**config.mk**
```make
export PLATFORM = sky130hd
export DESIGN_NAME = nmhl_unit
export DESIGN_NICKNAME = d
export VERILOG_FILES = /design/src/design/nmhl_unit.v
export VERILOG_INCLUDE_DIRS = /design/src /design/src/design
export SDC_FILE = /design/constraint.sdc
export NUM_CORES = 1
export LEC_CHECK = 0
export ABC_CLOCK_PERIOD_IN_PS = 37200
export BUFFER_PORTS_ARGS = -buffer_cell sky130_fd_sc_hd__buf_2
export CAP_MARGIN = 40
export CORE_ASPECT_RATIO = 1.4
export CORE_MARGIN = 4
export CORE_UTILIZATION = 59
export DETAILED_ROUTE_END_ITERATION = 10
export PLACE_DENSITY = 0.83
export SETUP_SLACK_MARGIN = 0.02
export SLEW_MARGIN = 20
export SYNTH_ARGS = -nofsm -noshare
export SYNTH_HDL_FRONTEND = slang
export SYNTH_SLANG_ARGS = --single-unit
```
**constraint.sdc**
```tcl
create_clock -name mclk -period 37.2 [get_ports mclk]
set_input_delay 7.44 -clock mclk [delete_from_list [all_inputs] [get_ports mclk]]
set_output_delay 7.44 -clock mclk [all_outputs]
set_load 0.01 [all_outputs]
```
**src/design/nmhl_map.vh**
```
/*
 * Opcode and field constants for the negative multiply-accumulate
 * halfword and NOR/OR execution datapath.
 * Assumes the includer handles instruction fetch and register file.
 */
`ifndef NMHL_MAP_VH
`define NMHL_MAP_VH

// ****************************************
// Primary and extended operation codes
// ****************************************
`define NMHL_PRI_MAC 6'h04
`define NMHL_PRI_LOG 6'h1f
`define NMHL_XO_CHW 9'h0ae
`define NMHL_XO_CHWS 9'h0ee
`define NMHL_XO_HHW 9'h02e
`define NMHL_XO_HHWS 9'h06e
`define NMHL_XO_LHW 9'h1ae
`define NMHL_XO_LHWS 9'h1ee
`define NMHL_XO_NOR 10'h07c
`define NMHL_XO_OR 10'h1bc

// ****************************************
// Condition field bit positions (4-bit field, bit 3 = less-than)
// ****************************************
`define NMHL_CR_LT 3
`define NMHL_CR_GT 2
`define NMHL_CR_EQ 1
`define NMHL_CR_SO 0

// ****************************************
// Saturation limits and reset values
// ****************************************
`define NMHL_SAT_MAX 32'h7fffffff
`define NMHL_SAT_MIN 32'h80000000
`define NMHL_RST_WORD 32'h00000000
`define NMHL_RST_CR 4'h0

`endif

```
**src/design/nmhl_unit.v**
```verilog
/*
 * Execution datapath: negative multiply-accumulate halfword forms
 * (modulo and saturating, cross/high/low) plus two-operand NOR and OR.
 * Assumes the core supplies decoded fields and register operands with
 * a one-cycle issue strobe, and writes back the registered results.
 * Software status/mask registers sit on a plain strobe port.
 */
// Decided for this implementation: the placing of the registers and the address-and-strobe port.
// Overview of operation
// - High-high modulo: signed upper halfwords, product subtracted, low 32 kept.
// - High-high saturating: same negated product, result clamped on overflow.
// - Low-low modulo: signed lower halfwords, product subtracted, low 32 kept.
// - Low-low saturating: lower halfword product, negated, clamped result.
// - Cross saturating: multiplicand low half times multiplier high half.
// - Overflow when addends share a sign unlike the sum; clamp by old sign.
// - Saturating forms without overflow store the low 32 sum bits.
// - Negated product plus accumulator forms a 33-bit intermediate sum.
// - NOR writes the complement of logic input OR multiplier register.
// - NOR with the same register twice gives its one's complement.
// - OR decodes extended code 444 under primary opcode 31.
// - OR writes logic input OR multiplier register to destination.
`timescale 1ns/10ps
`default_nettype none
`include "nmhl_map.vh"

module nmhl_unit (
	// Clock and reset
	input wire mclk,
	input wire rst_n,
	// Issue port
	input wire issue,
	input wire [5:0] pri_op,
	input wire [9:0] ext_op,
	input wire oe_flag,
	input wire cond_update_flag,
	input wire [31:0] multiplicand_reg,
	input wire [31:0] multiplier_reg,
	input wire [31:0] logic_in_reg,
	input wire [31:0] acc_reg,
	input wire sticky_in,
	// Result port
	output reg [31:0] result_ff,
	output reg result_valid_ff,
	output reg illegal_ff,
	output reg [3:0] cond_field_zero_ff,
	output reg cond_valid_ff,
	output reg arith_wrap_bit_ff,
	output reg sticky_ff,
	output reg wrap_valid_ff,
	// Register port
	input wire [3:0] reg_addr,
	input wire [31:0] reg_wdata,
	input wire reg_wr,
	input wire reg_rd,
	output reg [31:0] reg_rdata_ff,
	// Interrupt
	output wire irq
);

	localparam [3:0] ADDR_STAT = 4'h0;
	localparam [3:0] ADDR_MASK = 4'h4;
	localparam [3:0] ADDR_LAST = 4'h8;

	// ****************************************
	// Decode
	// ****************************************
	wire is_mac = (pri_op == `NMHL_PRI_MAC);
	wire [8:0] xo9 = ext_op[8:0];
	wire op_chw = is_mac && (xo9 == `NMHL_XO_CHW);
	wire op_chws = is_mac && (xo9 == `NMHL_XO_CHWS);
	wire op_hhw = is_mac && (xo9 == `NMHL_XO_HHW);
	wire op_hhws = is_mac && (xo9 == `NMHL_XO_HHWS);
	wire op_lhw = is_mac && (xo9 == `NMHL_XO_LHW);
	wire op_lhws = is_mac && (xo9 == `NMHL_XO_LHWS);
	wire is_log = (pri_op == `NMHL_PRI_LOG);
	wire op_nor = is_log && (ext_op == `NMHL_XO_NOR);
	wire op_or = is_log && (ext_op == `NMHL_XO_OR);
	wire any_mac = op_chw | op_chws | op_hhw | op_hhws | op_lhw | op_lhws;
	wire sat_form = op_chws | op_hhws | op_lhws;
	wire legal = any_mac | op_nor | op_or;

	// ****************************************
	// Halfword selection and product
	// ****************************************
	// Bit 0 of the big-endian numbering is bit 31 here: upper half is [31:16]
	reg [15:0] half_a;
	reg [15:0] half_b;
	always @* begin
		half_a = multiplicand_reg[15:0];
		half_b = multiplier_reg[15:0];
		if (op_hhw | op_hhws) begin
			half_a = multiplicand_reg[31:16];
			half_b = multiplier_reg[31:16];
		end else if (op_chw | op_chws) begin
			half_a = multiplicand_reg[15:0];
			half_b = multiplier_reg[31:16];
		end
	end

	wire signed [31:0] prod = $signed(half_a) * $signed(half_b);
	// 16x16 signed product never reaches -2^31, so negation cannot wrap
	wire [31:0] nprod = 32'h0 - prod;
	// Sign-extended 33-bit sum of negated product and accumulator
	wire [32:0] temp = {nprod[31], nprod} + {acc_reg[31], acc_reg};
	wire ovf = (nprod[31] == acc_reg[31]) && (acc_reg[31] != temp[31]);

	reg [31:0] mac_res;
	always @* begin
		mac_res = temp[31:0];
		if (sat_form && ovf) begin
			mac_res = acc_reg[31] ? `NMHL_SAT_MIN : `NMHL_SAT_MAX;
		end
	end

	// Same register on both inputs collapses to plain complement
	wire [31:0] or_val = logic_in_reg | multiplier_reg;
	wire [31:0] nor_val = ~or_val;

	reg [31:0] nxt_result;
	always @* begin
		if (any_mac) begin
			nxt_result = mac_res;
		end else if (op_nor) begin
			nxt_result = nor_val;
		end else if (op_or) begin
			nxt_result = or_val;
		end else begin
			nxt_result = `NMHL_RST_WORD;
		end
	end

	// Overflow of modulo forms is also the 33-bit signed overflow
	wire nxt_ov = any_mac & ovf;
	wire nxt_so = sticky_in | nxt_ov;
	reg [3:0] nxt_cr;
	always @* begin
		nxt_cr = `NMHL_RST_CR;
		nxt_cr[`NMHL_CR_LT] = nxt_result[31];
		nxt_cr[`NMHL_CR_GT] = ~nxt_result[31] & (|nxt_result);
		nxt_cr[`NMHL_CR_EQ] = ~(|nxt_result);
		nxt_cr[`NMHL_CR_SO] = (any_mac & oe_flag) ? nxt_so : sticky_in;
	end

	// ****************************************
	// Result registers
	// ****************************************
	always @(posedge mclk) begin
		if (!rst_n) begin
			result_ff <= `NMHL_RST_WORD;
			result_valid_ff <= 1'b0;
			illegal_ff <= 1'b0;
			cond_field_zero_ff <= `NMHL_RST_CR;
			cond_valid_ff <= 1'b0;
			arith_wrap_bit_ff <= 1'b0;
			sticky_ff <= 1'b0;
			wrap_valid_ff <= 1'b0;
		end else begin
			result_valid_ff <= issue & legal;
			illegal_ff <= issue & ~legal;
			cond_valid_ff <= issue & legal & cond_update_flag;
			wrap_valid_ff <= issue & any_mac & oe_flag;
			if (issue & legal) begin
				result_ff <= nxt_result;
				if (cond_update_flag) begin
					cond_field_zero_ff <= nxt_cr;
				end
				if (any_mac & oe_flag) begin
					arith_wrap_bit_ff <= nxt_ov;
					sticky_ff <= nxt_so;
				end
			end
		end
	end

	// ****************************************
	// Status, mask and interrupt
	// ****************************************
	// Status: bit0 completion, bit1 overflow, bit2 saturation, bit3 illegal
	reg [3:0] stat_ff;
	reg [3:0] mask_ff;
	reg [31:0] last_ff;
	wire [3:0] ev = {issue & ~legal, issue & sat_form & ovf,
		issue & nxt_ov, issue & legal};
	wire stat_rd = reg_rd && (reg_addr == ADDR_STAT);

	always @(posedge mclk) begin
		if (!rst_n) begin
			stat_ff <= 4'h0;
			mask_ff <= 4'h0;
			last_ff <= `NMHL_RST_WORD;
			reg_rdata_ff <= 32'h0;
		end else begin
			// New events win over the clear-on-read
			stat_ff <= (stat_rd ? 4'h0 : stat_ff) | ev;
			if (reg_wr && (reg_addr == ADDR_MASK)) begin
				mask_ff <= reg_wdata[3:0];
			end
			if (issue & legal) begin
				last_ff <= nxt_result;
			end
			if (reg_rd) begin
				case (reg_addr)
					ADDR_STAT: reg_rdata_ff <= {28'h0, stat_ff};
					ADDR_MASK: reg_rdata_ff <= {28'h0, mask_ff};
					ADDR_LAST: reg_rdata_ff <= last_ff;
					default: reg_rdata_ff <= 32'h0;
				endcase
			end else begin
				reg_rdata_ff <= 32'h0;
			end
		end
	end

	assign irq = |(stat_ff & mask_ff);

endmodule // nmhl_unit
`default_nettype wire

```
==> out/metrics.csv <==
stage;metric;value;unit
yosys;syn_nets;2527;
yosys;synth-edff-count;0;
yosys;netlist_instances;1948;
cts;clkLatencyLatePin;0.34;ns
setup_path;critical_path.top_delay_family;adder cells;
yosys;synth_top_area_share;31.9;%
global_routing;antenna_found_initial;0;
drt;dr.pass1.iters;6;
run_status;outcome;completed;
timing;whs;0.472;ns
timing;setup_viol;0;
drt;dr_wl_met3;4400;um
drt;avgViaCountPerCell;6.02;
setup_path;cp-end-kind;flip-flop;
cells_and_area;layout_common_cells;inv_1, fa_1, buf_2;
drt;top_layer;met4;
cells_and_area;drive_above_1_share;16.0;%
timing;relSlewSlack;36.6;%
job;cap_violations;0;
setup_path;slowest_stage;mux2i_1;
yosys;ys_seq_area_share;10.1;%
timing;finalClockSkew;0.00687;ns
timing;max_freq;54.2;MHz
cells_and_area;area_growth;12.3;%
global_routing;grt_pass1_wl;83000;um
cells_and_area;n_fill_cell;2270;
setup_path;required;37.49;ns
cts;clock_path_buffers;2;
drt;drt_iter0_markers;1141;
setup_path;crit_type;in2reg;
setup_path;crit_fanout;32;
drt;wire_per_inst;20.9;um
cts;cts_tree;built;
cells_and_area;num_antenna_cells;0;
cells_and_area;mostFrequentLayoutCell;inv_1;
global_routing;grt_max_degree;41;
cts;cts_buffers;9;
floorplanning;die-area;30300;um^2
setup_path;slowest_delay;0.78;ns
drt;ant_nets;0;
timing;maxSlewViolCount;0;
floorplanning;die_height;204;um
yosys;ys_dominant_reg_cell;dfxtp_1;
placed_design;dp_hpwl;44000;um
yosys;synth_area_leaders;fa_1, ha_1, dfxtp_1, inv_1, nor2_1;
cts;htreeDepth;3;
drt;drc;0;
cts;cts_resized;0;
setup_path;arrival;18.73;ns
yosys;synth_largest_area_cell;fa_1;
worst_hold_path;hold_path_class;reg2reg;
cells_and_area;final_nets;2745;
setup_path;crit_buf_inv;6;
floorplanning;floorplan.rows;71;
timing;final-hold-violation-count;0;
drt;wl_met2;26100;um
cts;clock-sinks;82;
floorplanning;die_x;148;um
drt;vias;15268;
yosys;yosysWarnings;0;
floorplanning;pin_count;263;
yosys;syn_area;16200;um^2
timing;min_period;18.44;ns
timing;period_share;49.6;%
yosys;async_flop_share;0;%
floorplanning;core;27000;um^2
global_routing;grt-ovfl-total;0;
global_routing;grt_usage;34.9;%
timing;tightest_slew;0.925;ns
timing;finalSetupTns;0;ns
cts;clk_pin_slew;0.07;ns
cts;postCtsSetupBuffers;0;
drt;wl_met1;17900;um
cts;cts-root-buf;clkbuf_16;
yosys;synth-seq-cells;82;
placed_design;port_buffers;234;
cts;cts_hold_buffers;0;
floorplanning;start_util;60.1;%
drt;wl;52900;um
setup_path;cp-start-kind;input port;
timing;rsz0062_at_grt;no;
placed_design;routabilityCongestion;0.939;
yosys;postSynthAreaPerCell;8.34;um^2
setup_path;crit_top_cell;fa_1;
yosys;synth_cell_types;81;
global_routing;grt_pass1_vias;16171;
-- worst register-to-register path, cell delays in order (launching register included) --
cell     delay [ns]
dfxtp_1        0.38
mux2_2         0.30
a22oi_1        0.14
nor2_1         0.08
-- area by class of cell --
| cell class | instances | area (um^2) | area share (%) |
|---|---|---|---|
| well taps | 365 | 457 | 2.51 |
| clock inverters | 7 | 106 | 0.583 |
| flip-flops and latches | 82 | 1640 | 9.01 |
| repair buffers | 266 | 1420 | 7.80 |
| multi-input cells | 1464 | 13100 | 71.8 |
| clock buffers | 9 | 225 | 1.24 |
| inverters | 343 | 1290 | 7.06 |
-- metal layers --
layer  vias up  track usage [%]
met5         -                0
met2       966             62.5
met4         0             23.9
met1      7254             38.1
met3       263             4.61
li1       6785                -
-- logic make-up after synthesis --
kind of cell	synth area share (%)
AOI/OAI and AO/OA	13.5
DFF	10.1
adders and majority gates	42.1
and+or+nand+nor	17.2
xor gates and xnor gates	3.24
muxes	4.54
buffers and inverters	9.30
-- per-stage QoR --
stage	worst slack [ns]	instance area [um^2]	std cells	utilization (%)
global route	18.17	18200	2536	67.5
floorplan	19.76	16200	1948	-
finish	18.76	18200	2536	67.5
global placement	18.61	17800	2510	65.9
detailed placement	18.68	17900	2518	66.2
CTS	19.00	18200	2534	67.4
-- path summary, 6_finish.rpt --
kind,slack [ns],cells past startpoint,start,endpoint
setup / recovery,18.76,39,ext_op[8],cond_field_zero_ff[1]$_SDFFE_PN0P_
hold / removal,0.47,2,last_ff[10]$_SDFFE_PN0P_,last_ff[10]$_SDFFE_PN0P_
setup reg to reg,36.17,3,last_ff[3]$_SDFFE_PN0P_,reg_rdata_ff[3]$_SDFF_PN0_
hold reg to reg,0.47,2,last_ff[10]$_SDFFE_PN0P_,last_ff[10]$_SDFFE_PN0P_
-- flip-flops by register name (all words and copies together), names as in the netlist --
signal / count
last_ff: 32
result_valid_ff: 1
stat_ff: 4
cond_field_zero_ff: 4
mask_ff: 4
arith_wrap_bit_ff: 1
cond_valid_ff: 1
sticky_ff: 1
illegal_ff: 1
reg_rdata_ff: 32
wrap_valid_ff: 1
-- cells in the mapped netlist (4+ instances only) --
cell type / count
a31oi_1: 7
nand4_1: 14
nand3_1: 29
a211oi_1: 19
mux2i_1: 35
and2_1: 37
mux2_2: 31
clkbuf_1: 49
nor2b_1: 7
buf_1: 9
fa_1: 259
or2_2: 17
o21bai_1: 10
nor3_1: 29
nand3b_1: 5
nor2_1: 235
a221oi_1: 5
a22oi_1: 11
o21a_1: 18
o31ai_1: 4
and3_1: 5
o21ai_0: 51
nor4_1: 9
o21ai_1: 7
o211ai_1: 5
xnor2_1: 51
a21o_1: 21
o2111ai_1: 8
nand2b_1: 7
or3_1: 5
ha_1: 132
o311ai_0: 9
dfxtp_1: 82
nand2_1: 194
inv_1: 343
o31a_1: 4
a211o_1: 4
xor2_1: 9
a21oi_1: 109
Power is not shown: default switching activity piles up to over one toggle a cycle in this logic, so the estimate is an artifact.
